`config.mk`:
```
export PLATFORM = sky130hd
export DESIGN_NAME = ext_mem_strobe_timing
export DESIGN_NICKNAME = d
export VERILOG_FILES = /design/src/logic/ext_mem_pkg.sv /design/src/logic/ext_mem_strobe_timing.sv /design/src/logic/ext_mem_pin_sync.sv /design/src/logic/ext_mem_regs.sv
export SDC_FILE = /design/constraint.sdc
export NUM_CORES = 1
export LEC_CHECK = 0
export ABC_AREA = 1
export BUFFER_PORTS_ARGS = -buffer_cell sky130_fd_sc_hd__buf_2
export CORE_UTILIZATION = 38
export CTS_CLUSTER_SIZE = 10
export DETAILED_ROUTE_END_ITERATION = 8
export PLACE_DENSITY_LB_ADDON = 0.05
export SKIP_LAST_GASP = 1
export SLEW_MARGIN = 20
export SYNTH_ARGS = -nofsm -noshare
export SYNTH_HDL_FRONTEND = slang
export SYNTH_HIERARCHICAL = 1
export SYNTH_SLANG_ARGS = --single-unit
```
`constraint.sdc`:
```
create_clock -name sys_clk_in -period 4.2 [get_ports sys_clk_in]
set_clock_uncertainty 0.1 [all_clocks]
set_input_delay 0.42 -clock sys_clk_in [delete_from_list [all_inputs] [get_ports sys_clk_in]]
set_output_delay 0.42 -clock sys_clk_in [all_outputs]
set_load 0.01 [all_outputs]
```
`src/logic/ext_mem_pkg.sv`:
```
/*
 * Constants for the external memory strobe timing block: special function
 * register addresses, field positions, reset values, memory modes and the
 * one-hot sequencer states.
 * Assumes a single 125 MHz system clock and an 8-bit register port.
 */
package ext_mem_pkg;

   // ==========================================================
   // register addresses and reset values
   localparam logic [7:0] TIMING_ADDR = 8'h84;
   localparam logic [7:0] CONFIG_ADDR = 8'h85;
   localparam logic [7:0] BANK_ADDR = 8'haa;
   localparam logic [7:0] TIMING_RESET = 8'hff;
   localparam logic [7:0] CONFIG_RESET = 8'h03;
   localparam logic [7:0] BANK_RESET = 8'h00;
   // only bits 4:0 of the configuration register hold state
   localparam logic [7:0] CONFIG_RW_MASK = 8'h1f;

   // ==========================================================
   // field positions
   localparam int SETUP_MSB = 7;
   localparam int SETUP_LSB = 6;
   localparam int WIDTH_MSB = 5;
   localparam int WIDTH_LSB = 2;
   localparam int HOLD_MSB = 1;
   localparam int HOLD_LSB = 0;
   localparam int MUX_BIT = 4;
   localparam int MODE_MSB = 3;
   localparam int MODE_LSB = 2;
   localparam int ALE_MSB = 1;
   localparam int ALE_LSB = 0;

   // ==========================================================
   // memory modes and address map
   localparam logic [1:0] MODE_ONCHIP = 2'h0;
   localparam logic [1:0] MODE_SPLIT = 2'h1;
   localparam logic [1:0] MODE_SPLIT_BANK = 2'h2;
   localparam logic [1:0] MODE_EXTERNAL = 2'h3;
   localparam logic [15:0] XRAM_SIZE = 16'h1000;
   // fixed overhead of every off-chip move, in system clock cycles
   localparam int FIXED_CYCLES = 4;
   localparam int SYNC_STAGES = 2;

   // ==========================================================
   // sequencer states
   typedef enum logic [8:0] {
      ST_IDLE = 9'h001,
      ST_ADDR = 9'h002,
      ST_ALE_HI = 9'h004,
      ST_ALE_LO = 9'h008,
      ST_SETUP = 9'h010,
      ST_STROBE = 9'h020,
      ST_HOLD = 9'h040,
      ST_RECOV = 9'h080,
      ST_ONCHIP = 9'h100
   } seq_state_t;

endpackage : ext_mem_pkg

```
`src/logic/ext_mem_strobe_timing.sv`:
```
/*
 * Strobe timing sequencer of the external memory interface: decodes each
 * data move, routes it on-chip or off-chip and sequences address, latch
 * enable, read/write strobe and hold, all in system clock cycles.
 * Assumes the core raises move_req_in for one cycle while move_busy_out is
 * low, and leaves the registers alone while a move is in flight.
 */
// What this block does
// - setup bits 7:6, strobe width 5:2, hold 1:0; latch width from config
// - strobe stays low for width field plus one cycle, 1 to 16
// - off-chip move takes four plus setup, strobe, hold and latch cycles
// - non-multiplexed move with minimum settings completes in five cycles
// - multiplexed latch phases add at least two cycles, minimum seven
// - after reset timing register reads all ones, maximum delays
// - latch enable high lasts one to four cycles per width setting
// - latch enable low phase lasts the same one to four cycles
// - write data valid one to nineteen cycles before write strobe rises
// - write data stays driven zero to three cycles after strobe, per hold
// - mode codes 101, 110, 111 give separate address and data pins
// - mode codes 001, 010, 011 share low address and data pins
// - code 110 eight-bit moves take upper address from bank select
// - cleared multiplex bit selects shared pins, set bit separate pins
// - low address on shared pins while latch high, data around strobe
// - memory mode 00 keeps every move on-chip, no external strobe
module ext_mem_strobe_timing (
   input wire logic sys_clk_in,
   input wire logic rst_n_in,
   input wire logic ce_in,
   // register port
   input wire logic [7:0] sfr_addr_in,
   input wire logic sfr_wr_in,
   input wire logic sfr_rd_in,
   input wire logic [7:0] sfr_wdata_in,
   output logic [7:0] sfr_rdata_out,
   // data move requests from the core
   input wire logic move_req_in,
   input wire logic move_write_in,
   input wire logic move_wide_in,
   input wire logic [15:0] move_addr_in,
   input wire logic [7:0] move_wdata_in,
   output logic move_busy_out,
   output logic move_done_out,
   output logic [7:0] move_rdata_out,
   output logic onchip_sel_out,
   // external memory pins
   output logic [15:0] addr_out,
   output logic addr_lo_oe_n_out,
   output logic addr_hi_oe_n_out,
   output logic [7:0] ad_out,
   output logic ad_oe_n_out,
   input wire logic [7:0] ad_in,
   output logic ale_out,
   output logic rd_n_out,
   output logic wr_n_out
);
   import ext_mem_pkg::*;

   // ==========================================================
   // registers and pin synchroniser
   logic [7:0] timing_reg;
   logic [7:0] config_reg;
   logic [7:0] bank_reg;
   logic [7:0] ad_sync;

   ext_mem_regs u_regs (
      .sys_clk_in(sys_clk_in),
      .rst_n_in(rst_n_in),
      .ce_in(ce_in),
      .sfr_addr_in(sfr_addr_in),
      .sfr_wr_in(sfr_wr_in),
      .sfr_rd_in(sfr_rd_in),
      .sfr_wdata_in(sfr_wdata_in),
      .sfr_rdata_out(sfr_rdata_out),
      .timing_out(timing_reg),
      .config_out(config_reg),
      .bank_out(bank_reg)
   );

   ext_mem_pin_sync u_sync (
      .sys_clk_in(sys_clk_in),
      .rst_n_in(rst_n_in),
      .ce_in(ce_in),
      .pin_in(ad_in),
      .sync_out(ad_sync)
   );

   // ==========================================================
   // field decode
   logic [1:0] setup_field;
   logic [3:0] width_field;
   logic [1:0] hold_field;
   logic [1:0] ale_field;
   logic [1:0] mode_field;
   logic separate_pins;

   assign setup_field = timing_reg[SETUP_MSB:SETUP_LSB];
   assign width_field = timing_reg[WIDTH_MSB:WIDTH_LSB];
   assign hold_field = timing_reg[HOLD_MSB:HOLD_LSB];
   assign ale_field = config_reg[ALE_MSB:ALE_LSB];
   assign mode_field = config_reg[MODE_MSB:MODE_LSB];
   // zero means shared address/data pins
   assign separate_pins = config_reg[MUX_BIT];

   // ==========================================================
   // request decode: effective address and on/off-chip routing
   seq_state_t state;
   seq_state_t next_state;
   logic take;
   logic [15:0] eff_addr;
   logic offchip;
   logic hi_driven;

   assign take = move_req_in && (state == ST_IDLE);
   // short moves borrow the upper byte from bank select
   assign eff_addr = move_wide_in ? move_addr_in : {bank_reg, move_addr_in[7:0]};

   always_comb begin
      case (mode_field)
         MODE_ONCHIP: offchip = 1'b0;
         MODE_SPLIT: offchip = (eff_addr >= XRAM_SIZE);
         MODE_SPLIT_BANK: offchip = (eff_addr >= XRAM_SIZE);
         default: offchip = 1'b1;
      endcase
   end

   // upper byte is left to the port latches unless the move is wide or
   // the bank-select mode is active
   assign hi_driven = move_wide_in || (mode_field == MODE_SPLIT_BANK);

   // ==========================================================
   // sequencer
   logic [3:0] cnt;
   logic [3:0] next_cnt;
   logic we_q;
   logic hi_q;
   logic [7:0] wdata_q;
   logic [15:0] next_addr;

   assign next_addr = take ? eff_addr : addr_out;

   always_comb begin
      next_state = state;
      next_cnt = cnt;
      case (state)
         ST_IDLE: begin
            if (take) begin
               next_state = offchip ? ST_ADDR : ST_ONCHIP;
            end
         end
         ST_ADDR: begin
            if (!separate_pins) begin
               next_state = ST_ALE_HI;
               next_cnt = {2'h0, ale_field};
            end else if (setup_field != 2'h0) begin
               next_state = ST_SETUP;
               next_cnt = {2'h0, setup_field - 2'h1};
            end else begin
               next_state = ST_STROBE;
               next_cnt = width_field;
            end
         end
         ST_ALE_HI: begin
            if (cnt == 4'h0) begin
               next_state = ST_ALE_LO;
               next_cnt = {2'h0, ale_field};
            end else begin
               next_cnt = cnt - 4'h1;
            end
         end
         ST_ALE_LO: begin
            if (cnt != 4'h0) begin
               next_cnt = cnt - 4'h1;
            end else if (setup_field != 2'h0) begin
               next_state = ST_SETUP;
               next_cnt = {2'h0, setup_field - 2'h1};
            end else begin
               next_state = ST_STROBE;
               next_cnt = width_field;
            end
         end
         ST_SETUP: begin
            if (cnt == 4'h0) begin
               next_state = ST_STROBE;
               next_cnt = width_field;
            end else begin
               next_cnt = cnt - 4'h1;
            end
         end
         ST_STROBE: begin
            if (cnt != 4'h0) begin
               next_cnt = cnt - 4'h1;
            end else if (hold_field != 2'h0) begin
               next_state = ST_HOLD;
               next_cnt = {2'h0, hold_field - 2'h1};
            end else begin
               next_state = ST_RECOV;
            end
         end
         ST_HOLD: begin
            if (cnt == 4'h0) begin
               next_state = ST_RECOV;
            end else begin
               next_cnt = cnt - 4'h1;
            end
         end
         ST_RECOV: next_state = ST_IDLE;
         ST_ONCHIP: next_state = ST_IDLE;
         default: next_state = ST_IDLE;
      endcase
   end

   always_ff @(posedge sys_clk_in) begin
      if (!rst_n_in) begin
         state <= ST_IDLE;
         cnt <= 4'h0;
      end else if (ce_in) begin
         state <= next_state;
         cnt <= next_cnt;
      end
   end

   // ==========================================================
   // per-move capture
   always_ff @(posedge sys_clk_in) begin
      if (!rst_n_in) begin
         we_q <= 1'b0;
         hi_q <= 1'b0;
         wdata_q <= 8'h00;
         addr_out <= 16'h0000;
      end else if (ce_in && take) begin
         we_q <= move_write_in;
         hi_q <= hi_driven;
         wdata_q <= move_wdata_in;
         addr_out <= eff_addr;
      end
   end

   // ==========================================================
   // strobes and latch enable
   logic next_in_access;
   logic next_addr_phase;
   logic next_data_phase;
   logic next_we;

   // address stands from the first cycle through the hold phase
   assign next_in_access = next_state inside {ST_ADDR, ST_ALE_HI, ST_ALE_LO, ST_SETUP,
                                              ST_STROBE, ST_HOLD};
   assign next_addr_phase = next_state inside {ST_ADDR, ST_ALE_HI, ST_ALE_LO};
   assign next_data_phase = next_state inside {ST_SETUP, ST_STROBE, ST_HOLD};
   assign next_we = take ? move_write_in : we_q;

   always_ff @(posedge sys_clk_in) begin
      if (!rst_n_in) begin
         ale_out <= 1'b0;
         rd_n_out <= 1'b1;
         wr_n_out <= 1'b1;
      end else if (ce_in) begin
         ale_out <= (next_state == ST_ALE_HI);
         rd_n_out <= !((next_state == ST_STROBE) && !next_we);
         wr_n_out <= !((next_state == ST_STROBE) && next_we);
      end
   end

   // ==========================================================
   // address and data pins
   always_ff @(posedge sys_clk_in) begin
      if (!rst_n_in) begin
         addr_lo_oe_n_out <= 1'b1;
         addr_hi_oe_n_out <= 1'b1;
         ad_out <= 8'h00;
         ad_oe_n_out <= 1'b1;
      end else if (ce_in) begin
         addr_lo_oe_n_out <= !(next_in_access && separate_pins);
         addr_hi_oe_n_out <= !(next_in_access && (take ? hi_driven : hi_q));
         if (next_addr_phase && !separate_pins) begin
            // latch follows while enable is high and holds after it falls
            ad_out <= next_addr[7:0];
            ad_oe_n_out <= 1'b0;
         end else if (next_data_phase && next_we) begin
            // write data spans setup, strobe and hold
            ad_out <= wdata_q;
            ad_oe_n_out <= 1'b0;
         end else begin
            ad_oe_n_out <= 1'b1;
         end
      end
   end

   // ==========================================================
   // read capture and completion
   // the synchroniser lags two cycles, so the sample taken in the last
   // strobe cycle shows the pins two cycles before the strobe rises;
   // memories must meet the read data setup time for that reason
   always_ff @(posedge sys_clk_in) begin
      if (!rst_n_in) begin
         move_rdata_out <= 8'h00;
      end else if (ce_in && (state == ST_STROBE) && (cnt == 4'h0) && !we_q) begin
         move_rdata_out <= ad_sync;
      end
   end

   always_ff @(posedge sys_clk_in) begin
      if (!rst_n_in) begin
         move_busy_out <= 1'b0;
         move_done_out <= 1'b0;
         onchip_sel_out <= 1'b0;
      end else if (ce_in) begin
         move_busy_out <= (next_state != ST_IDLE);
         move_done_out <= (state == ST_RECOV) || (state == ST_ONCHIP);
         onchip_sel_out <= (next_state == ST_ONCHIP);
      end
   end

endmodule : ext_mem_strobe_timing

```
`src/logic/ext_mem_pin_sync.sv`:
```
/*
 * Two-stage synchroniser for the shared address/data input pins.
 * Assumes the pins are asynchronous to sys_clk_in; the first stage feeds
 * only the second stage.
 */
module ext_mem_pin_sync (
   input wire logic sys_clk_in,
   input wire logic rst_n_in,
   input wire logic ce_in,
   input wire logic [7:0] pin_in,
   output logic [7:0] sync_out
);
   import ext_mem_pkg::*;

   genvar i;
   generate
      for (i = 0; i < 8; i++) begin : g_bit
         logic [SYNC_STAGES-1:0] stage;
         always_ff @(posedge sys_clk_in) begin
            if (!rst_n_in) begin
               stage <= '0;
            end else if (ce_in) begin
               stage <= {stage[SYNC_STAGES-2:0], pin_in[i]};
            end
         end
         assign sync_out[i] = stage[SYNC_STAGES-1];
      end
   endgenerate

endmodule : ext_mem_pin_sync

```
`src/logic/ext_mem_regs.sv`:
```
/*
 * Special function registers of the external memory interface: timing,
 * configuration and bank select, on the core's 8-bit register port.
 * Assumes one-cycle write and read strobes; read data is registered.
 */
module ext_mem_regs (
   input wire logic sys_clk_in,
   input wire logic rst_n_in,
   input wire logic ce_in,
   input wire logic [7:0] sfr_addr_in,
   input wire logic sfr_wr_in,
   input wire logic sfr_rd_in,
   input wire logic [7:0] sfr_wdata_in,
   output logic [7:0] sfr_rdata_out,
   output logic [7:0] timing_out,
   output logic [7:0] config_out,
   output logic [7:0] bank_out
);
   import ext_mem_pkg::*;

   // ==========================================================
   // register writes
   always_ff @(posedge sys_clk_in) begin
      if (!rst_n_in) begin
         timing_out <= TIMING_RESET;
         config_out <= CONFIG_RESET;
         bank_out <= BANK_RESET;
      end else if (ce_in && sfr_wr_in) begin
         case (sfr_addr_in)
            TIMING_ADDR: timing_out <= sfr_wdata_in;
            // unused and reserved bits never store, so they read zero
            CONFIG_ADDR: config_out <= sfr_wdata_in & CONFIG_RW_MASK;
            BANK_ADDR: bank_out <= sfr_wdata_in;
            default: ;
         endcase
      end
   end

   // ==========================================================
   // register reads, zero from any other address
   always_ff @(posedge sys_clk_in) begin
      if (!rst_n_in) begin
         sfr_rdata_out <= 8'h00;
      end else if (ce_in && sfr_rd_in) begin
         case (sfr_addr_in)
            TIMING_ADDR: sfr_rdata_out <= timing_out;
            CONFIG_ADDR: sfr_rdata_out <= config_out;
            BANK_ADDR: sfr_rdata_out <= bank_out;
            default: sfr_rdata_out <= 8'h00;
         endcase
      end
   end

endmodule : ext_mem_regs

```
-- Word-level counts from Yosys, hierarchy flattened
Index checks and enable logic that the tools add are counted.
- bits of input ports: 56
- register bits after elaboration: 109
- output and inout bits: 49
- word-level logic and storage cells: 125
- add/sub/neg operators: 3
- reductions and logical operators: 38
- $lt $le $gt $ge: 1
- muxes and demuxes: 30
- equality and inequality tests: 24
- operator list (operator ; count):
    two-way mux 9 bit ; 7
    one-hot mux 9 bit (7 select lines) ; 1
    two-way mux 4 bit ; 8
    two-way mux 8 bit ; 4
    == test 8 bit, second input constant ; 3
    one-hot mux 4 bit (6 select lines) ; 1
    one-hot mux 8 bit (3 select lines) ; 1
    == test 9 x 2 -> 1 bit, second input constant ; 2
    == test 9 x 3 -> 1 bit, second input constant ; 2
    == test 9 x 4 -> 1 bit, second input constant ; 2
    == test 9 x 5 -> 1 bit, second input constant ; 2
    == test 9 x 6 -> 1 bit, second input constant ; 2
    == test 9 x 7 -> 1 bit, second input constant ; 2
    == test 9 bit, second input constant ; 2
    greater-or-equal comparator 16 x 13 -> 1 bit, second input constant ; 1
    two-way mux 16 bit ; 1
    logical AND 1 bit ; 13
    two-way mux 6 bit ; 2
    nonzero test 6 bit ; 2
    == test 9 x 1 -> 1 bit, second input constant ; 1
    == test 9 x 8 -> 1 bit, second input constant ; 1
    != test 9 x 1 -> 1 bit, second input constant ; 1
    AND reduction 2 bit ; 4
    zero test 1 bit ; 7
    16 further kinds ; 24

-- Depth between registers and ports, before layout
Gate-level depths: netlist (run 1).
- word-level depth: 11
- mapped depth: 17
- gate-level depth less buffers: 16

-- By module
Netlist (run 1), hierarchy kept.
- modules (own cells, without submodules) (module ; area each (um^2) ; instances ; sequential area each (um^2) ; cells each):
    ext_mem_strobe_timing ; 3424.5 ; 1 ; 1281.2 ; 524
    ext_mem_regs ; 1395.1 ; 1 ; 580.6 ; 182
    ext_mem_pin_sync ; 734.5 ; 1 ; 320.3 ; 109

-- Least setup slack after synthesis (run 1)
Ideal clock, no wire load.
- kind: register to register
- from: reg cnt[0]
- to: reg ad_out[7]
- required time: 3.986 ns
- period minus slack after synthesis: 1.971 ns
- cell stages (with the launch flop): 16
- path slack: 2.229 ns
- arrival: 1.757 ns
- library setup time: 0.114 ns
- buffers on the path: 1
- cell sequence: dfxtp_1 -> inv_1 -> ha_1 -> nand2_2 -> nand2_1 -> nand4_1 -> nand2_1 -> nor2_1 -> nand2_4 -> nand2_4 -> nand2_2 -> nand2_4 -> buf_6 -> nand2_1 -> nand2_1 -> nor2_2
- word-level cells in the longest chain between the ends: 8
- elaborated cells on any way between the ends: 21
- classes of those cells: 6 x eq/ne; 7 x mux; 8 x reduce/logical
- ends and longest elaborated chain (what ; line ; RTL):
    start, declared ; ext_mem_strobe_timing.sv:132 ; logic [3:0] cnt;
    start signal, assigned ; ext_mem_strobe_timing.sv:218 ; cnt <= next_cnt;
    zero test 4 bit / nonzero test 4 bit (equally long branches) ; - ;
    two-way mux 9 bit, on equally long branches ; - ;
    one-hot mux 9 bit (7 select lines) (*) ; ext_mem_strobe_timing.sv:144 ; case (state)
    == test 9 x 2 -> 1 bit (tied with other cells) ; ext_mem_strobe_timing.sv:248 ; assign next_addr_phase = next_state inside {ST_ADDR, ST_ALE_HI, ST_ALE_LO};
    nonzero test 3 bit, on equally long branches ; ext_mem_strobe_timing.sv:248, ext_mem_strobe_timing.sv:249 ;
    logical AND 1 bit, on equally long branches ; ext_mem_strobe_timing.sv:275, ext_mem_strobe_timing.sv:279 ;
    nonzero test 2 bit (no source line) ; - ;
    AND reduction 2 bit (no source line) ; - ;
    end signal, assigned ; ext_mem_strobe_timing.sv:277 ; ad_out <= next_addr[7:0];
    end signal, assigned ; ext_mem_strobe_timing.sv:281 ; ad_out <= wdata_q;
    end, declared ; ext_mem_strobe_timing.sv:49 ; output logic [7:0] ad_out,
Every way passes the cells marked *; elsewhere a longest branch is shown, timed or not.
A chain may end at the register's enable or synchronous reset.

-- Final worst setup path (run 1)
- from: reg state[8]
- to: reg we_q
- word-level cells in the longest chain between the ends: 3
- ends and longest elaborated chain (what ; line ; RTL):
    start, declared ; ext_mem_strobe_timing.sv:106 ; seq_state_t state;
    start signal, assigned ; ext_mem_strobe_timing.sv:217 ; state <= next_state;
    == test 9 x 1 -> 1 bit ; ext_mem_strobe_timing.sv:113 ; assign take = move_req_in && (state == ST_IDLE);
    logical AND 1 bit ; ext_mem_strobe_timing.sv:113 ;
    logical AND 1 bit ; ext_mem_strobe_timing.sv:230 ; end else if (ce_in && take) begin
    end signal, assigned ; ext_mem_strobe_timing.sv:231 ; we_q <= move_write_in;
    end, declared ; ext_mem_strobe_timing.sv:134 ; logic we_q;
No other way between the ends.

==> reports/results.ini, run 1 <==
[yosys]
syn_nets = 872
synth_cells = 811
ys_warn_count = 6
syn_area_per_cell_um2 = 6.82
syn_area_um2 = 5530

[timing]
setup_viol = 0
final-max-slew-violation-count = 0
period_needed_ps = 2560
grt_setup_unrepaired = false
fmax_ghz = 0.391
setup_tns_ps = 0
finalHoldViolations = 0
slew_headroom_pct = 56.5
fin_crit_sh_pct = 61.0
worstMarginPinSlew_ps = 653
fin_ws_ps = 1640

[worst_setup_path]
crit_path_end_kind = flop
arrival_ps = 2730
crit_fanout = 33
cp.required_ps = 4370
crit_type = flop to flop
startpoint_type = flop

[worst_hold_path]
hold_path_class = input port to flop

[power]
power_density_nw_per_um2 = 348
seq_power_share_pct = 49.7
p_leak_nw = 3.11
switchingPower_uw = 605
peakVddDrop_mv = 0.169
pwr-share-comb_pct = 11.8
p_clk_share_pct = 38.5
p_int_mw = 1.60
power.share.switching_pct = 27.4

[clocking]
cts_tree = built
clock_sinks = 109
cts_made_buffers = 9
post_cts_buffers = 0
cts_max_level = 3
ctsResizeCount = 0
cts.path.max_buffers = 2
cts_hold_buf = 0
cts.clk_slew.worst_paths_ps = 70
clock_latency_ps = 350
cts_root_buffer = clkbuf_16

[floorplanning]
start_util_pct = 39.4
num_io_pins = 105
die_y_um = 123
row_count = 43
dieWidth_um = 123
die_area_um2 = 15000
core_um2 = 14000

[global_routing]
grt_pass1_wl_um = 23800
grt_overflow = 0
grt_antenna_before_repair = 0
grt_max_degree = 52
grt_pass1_vias = 4867
grtUsageTotal_pct = 20.5

[placed_design]
dp_slack_ps = 1610
routabilityCongestion = 0.865
io_buffers = 104
hpwl_um = 10700

[detailed_routing]
avgViaCountPerCell = 4.85
ant_nets = 0
vias = 5226
post_drt_wl_per_cell_um = 13.6
drc_errors = 0
drtIter0Drc = 395
wl_um = 14600
drtPass1Iterations = 5

[finish]
nFillCells = 1487
final_common_cell = nand2_1
area_delta_synth_final_pct = 14.8
mostFrequentLayoutCells = 211 x nand2_1, 130 x nor2_1, 109 x dfxtp_1, 104 x buf_2, 79 x inv_1
final_layout_size_suffix_gt1_share_pct = 20.0
diodes = 0
design.final.nets = 953

[flow_run]
maxCapViolCount = 0

[run_status]
outcome = finished clean

==> layout make-up <==
type	instances	area [µm²]	share of cell area, %
Clock buffer	11	253	3.98
Multi-Input combinational cell	578	2770	43.7
Inverter	87	329	5.18
Clock inverter	5	41.3	0.651
Timing Repair Buffer	107	543	8.56
Tap cell	180	225	3.55
Sequential cell	109	2180	34.4
==> worst max-delay path, cell delays in order (launching register included) <==
cell      delay (ps)
dfxtp_1          360
inv_2            130
nand2_2          130
nor3_4           220
nand2_2          190
nor2_4           540
inv_1            500
a211oi_1         310
==> state kept, by name (all words and copies together), names as in the netlist, 4 cells and up <==
signal	flops
wdata_q	8
ad_out	8
cnt	4
state	9
addr_out	16
u_regs/timing_out	8
u_regs/bank_out	8
u_regs/sfr_rdata_out	8
u_sync/g_bit.stage	16
u_regs/config_out	5
move_rdata_out	8
==> stage by stage <==
| stage | utilization (%) | cell area (µm²) | total power [mW] | cells | hold WS (ps) |
|---|---|---|---|---|---|
| detailed placement | 43.1 | 6050 | 1.38 | 1061 | 359 |
| global route | 45.2 | 6350 | 2.32 | 1077 | 190 |
| floorplan | - | 5530 | 1.30 | 811 | 336 |
| global placement | 43.1 | 6050 | 1.38 | 1061 | 352 |
| finish | 45.2 | 6350 | 2.21 | 1077 | 186 |
| CTS | 45.2 | 6350 | 2.23 | 1077 | 183 |
==> worst paths after layout <==
path / start / to / slack (ps) / depth (start not counted)
max: state[8] / we_q / 1640 / 7
min: sfr_wdata_in[5] / u_regs/timing_out[5] / 190 / 3
max reg2reg: state[8] / we_q / 1640 / 7
min reg2reg: onchip_sel_out / onchip_sel_out / 370 / 2
==> power groups by stage <==
stage | combinational, mW | clock (mW) | sequential (mW)
finish | 0.261 | 0.851 | 1.10
global placement | 0.261 | 0 | 1.12
detailed placement | 0.263 | 0 | 1.12
global route | 0.299 | 0.921 | 1.10
floorplan | 0.180 | 0 | 1.12
CTS | 0.264 | 0.870 | 1.10
==> metal layers <==
metal | vias up | global-route usage, % | wire, µm
met5 | - | 0 | 0
met1 | 2365 | 28.5 | 7190
met2 | 138 | 31.4 | 6510
met3 | 14 | 4.46 | 742
li1 | 2709 | - | -
met4 | 0 | 6.40 | 205
(Power assumes the default switching activity.)
==> inputs of run 2 (changes only) <==
==> constraint.sdc (replaced) <==
create_clock -name sys_clk_in -period 2.14 [get_ports sys_clk_in]
set_clock_uncertainty 0.1 [all_clocks]
set_input_delay 0.214 -clock sys_clk_in [delete_from_list [all_inputs] [get_ports sys_clk_in]]
set_output_delay 0.214 -clock sys_clk_in [all_outputs]
set_load 0.01 [all_outputs]
==> run 2 against run 1 <==
- sequential share of layout area shrank 2.0 points
- sequential power grew 95%
- core utilization grew 2.9 points
- flip-flop and latch count is the same
- non-clock buffer count grew 34
- combinational power grew 120%
- critical endpoint is now ad_out[7]
==> reports/results.ini, run 2 (synthesis results as in run 1) <==
[run_status]
outcome = finished clean

[clocking]
cts_made_buffers = 9
clock_latency_ps = 350
cts_max_level = 3
cts.clk_slew.worst_paths_ps = 70
cts_tree = built
cts_root_buffer = clkbuf_16
clock_sinks = 109
cts.path.max_buffers = 2

[worst_setup_path]
arrival_ps = 2170
startpoint_type = flop
r2r_cells = 15
cp.required_ps = 2300
crit_path_end_kind = flop
crit_fanout = 9
r2r_setup_slack_ps = 120
crit_type = flop to flop

[detailed_routing]
post_drt_wl_per_cell_um = 13.7
vias = 5349
avgViaCountPerCell = 4.81
drc_errors = 0
ant_nets = 0
wl_um = 15300
drtIter0Drc = 362
drtPass1Iterations = 5

[timing]
grt_setup_unrepaired = true
finalHoldViolations = 0
final-max-slew-violation-count = 0
fmax_ghz = 0.496
hold_slack_ps = 13.7
fin_ws_ps = 124
period_needed_ps = 2020
worstMarginPinSlew_ps = 629
fin_crit_sh_pct = 94.2
setup_viol = 0
slew_headroom_pct = 58.0
setup_tns_ps = 0

[power]
switchingPower_mw = 1.19
power_density_nw_per_um2 = 672
p_leak_nw = 3.30
p_int_mw = 3.35
p_clk_share_pct = 39.8
pwr-share-comb_pct = 12.8
seq_power_share_pct = 47.4
peakVddDrop_mv = 0.388
power.share.switching_pct = 26.2

[global_routing]
grt_pass1_wl_um = 23900
grtUsageTotal_pct = 20.7
grt_max_degree = 49
grt_antenna_before_repair = 0
grt_overflow = 0
grt_pass1_vias = 4844

[finish]
finalInstanceArea_um2 = 6760
diodes = 0
nFillCells = 1464
final_common_cell = nand2_1
design.final.nets = 989
final_util_pct = 48.1
final_layout_size_suffix_gt1_share_pct = 23.4
top_regs = addr_out: 16 flops, u_sync/g_bit.stage: 16 flops, state: 9 flops
area_delta_synth_final_pct = 22.2
mostFrequentLayoutCells = 208 x nand2_1, 126 x nor2_1, 107 x dfxtp_1, 104 x buf_2, 77 x inv_1

[floorplanning]
die_area_um2 = 15000
num_io_pins = 105
die_y_um = 123
dieWidth_um = 123
core_um2 = 14000
start_util_pct = 39.4
row_count = 43

[flow_run]
maxCapViolCount = 0

[placed_design]
hpwl_um = 11200
post_dp_cell_area_um2 = 6170
io_buffers = 104
dp_slack_ps = -67.6
routabilityCongestion = 0.884

[worst_hold_path]
holdPathStages = 3
hold_path_class = input port to flop

[run 2: changes by cell type in the layout (fill, tap and decap cells not counted), moves of 3 or more]
cell           change
dlygate4sd3_1     +12
nor2_1             -4
nor2_4             +3
nand3_2            +3
buf_4             +21
nand2_1            -3
nand3_1            -3
[run 2: path summary, 6_finish.rpt]
check / to / start
setup / recovery: ad_out[7] / cnt[0]
hold reg to reg: hi_q / hi_q
hold / removal: wdata_q[1] / move_wdata_in[1]
setup reg to reg: ad_out[7] / cnt[0]
[run 2: power by group through the flow]
stage               clock network [mW]  registers, mW  logic (mW)
finish                            1.81           2.15       0.580
CTS                               1.86           2.15       0.557
floorplan                            0           2.20       0.354
global placement                     0           2.19       0.528
global route                      1.93           2.16       0.654
detailed placement                   0           2.20       0.534
[run 2: stage by stage]
stage,power [mW],cells
CTS,4.57,1104
detailed placement,2.73,1076
finish,4.54,1113
global placement,2.72,1076
floorplan,2.56,811
global route,4.74,1113
[run 2: critical path, cell delays in order, from the launching register on]
cell and delay, ps:
dfxtp_2 330, inv_1 80, ha_2 210, nand2_4 100, inv_2 140, nand2_1 90
o21ai_0 80, nor2_1 60, nor2_1 130, nand3_2 130, nand2_2 110, nand2_4 90
nand2_8 100, nand2_1 70, nand2_1 70, nor2_2 40
[run 2: repair_timing]
action	in CTS	in global routing
resized for setup	3	21
hold buffers	12	0
endpoints found under the hold margin	12	0
setup buffers	0	7
pin swaps	0	1
setup endpoints to repair	9	33
gates cloned	0	2
[run 2: cell type report]
class	instances	area, µm²	share of cell area [%]
timing repair inverter	1	7.51	0.111
sequential	109	2180	32.3
multi-input combinational	579	2860	42.3
clock inverter	6	87.6	1.30
tap	180	225	3.33
inverter	87	333	4.93
timing repair buffer	141	832	12.3
clock buffer	10	229	3.39
[run 2: layer usage]
metal  wire length [µm]  part of all wire, %  vias up  GRT usage, %
li1                   -                    -     2777             -
met1               7480                   49     2421          27.7
met2               6820                   45      131          32.8
met3                717                  4.7       20          4.60
met4                240                  1.6        0          6.55
met5                  0                    0        -             0
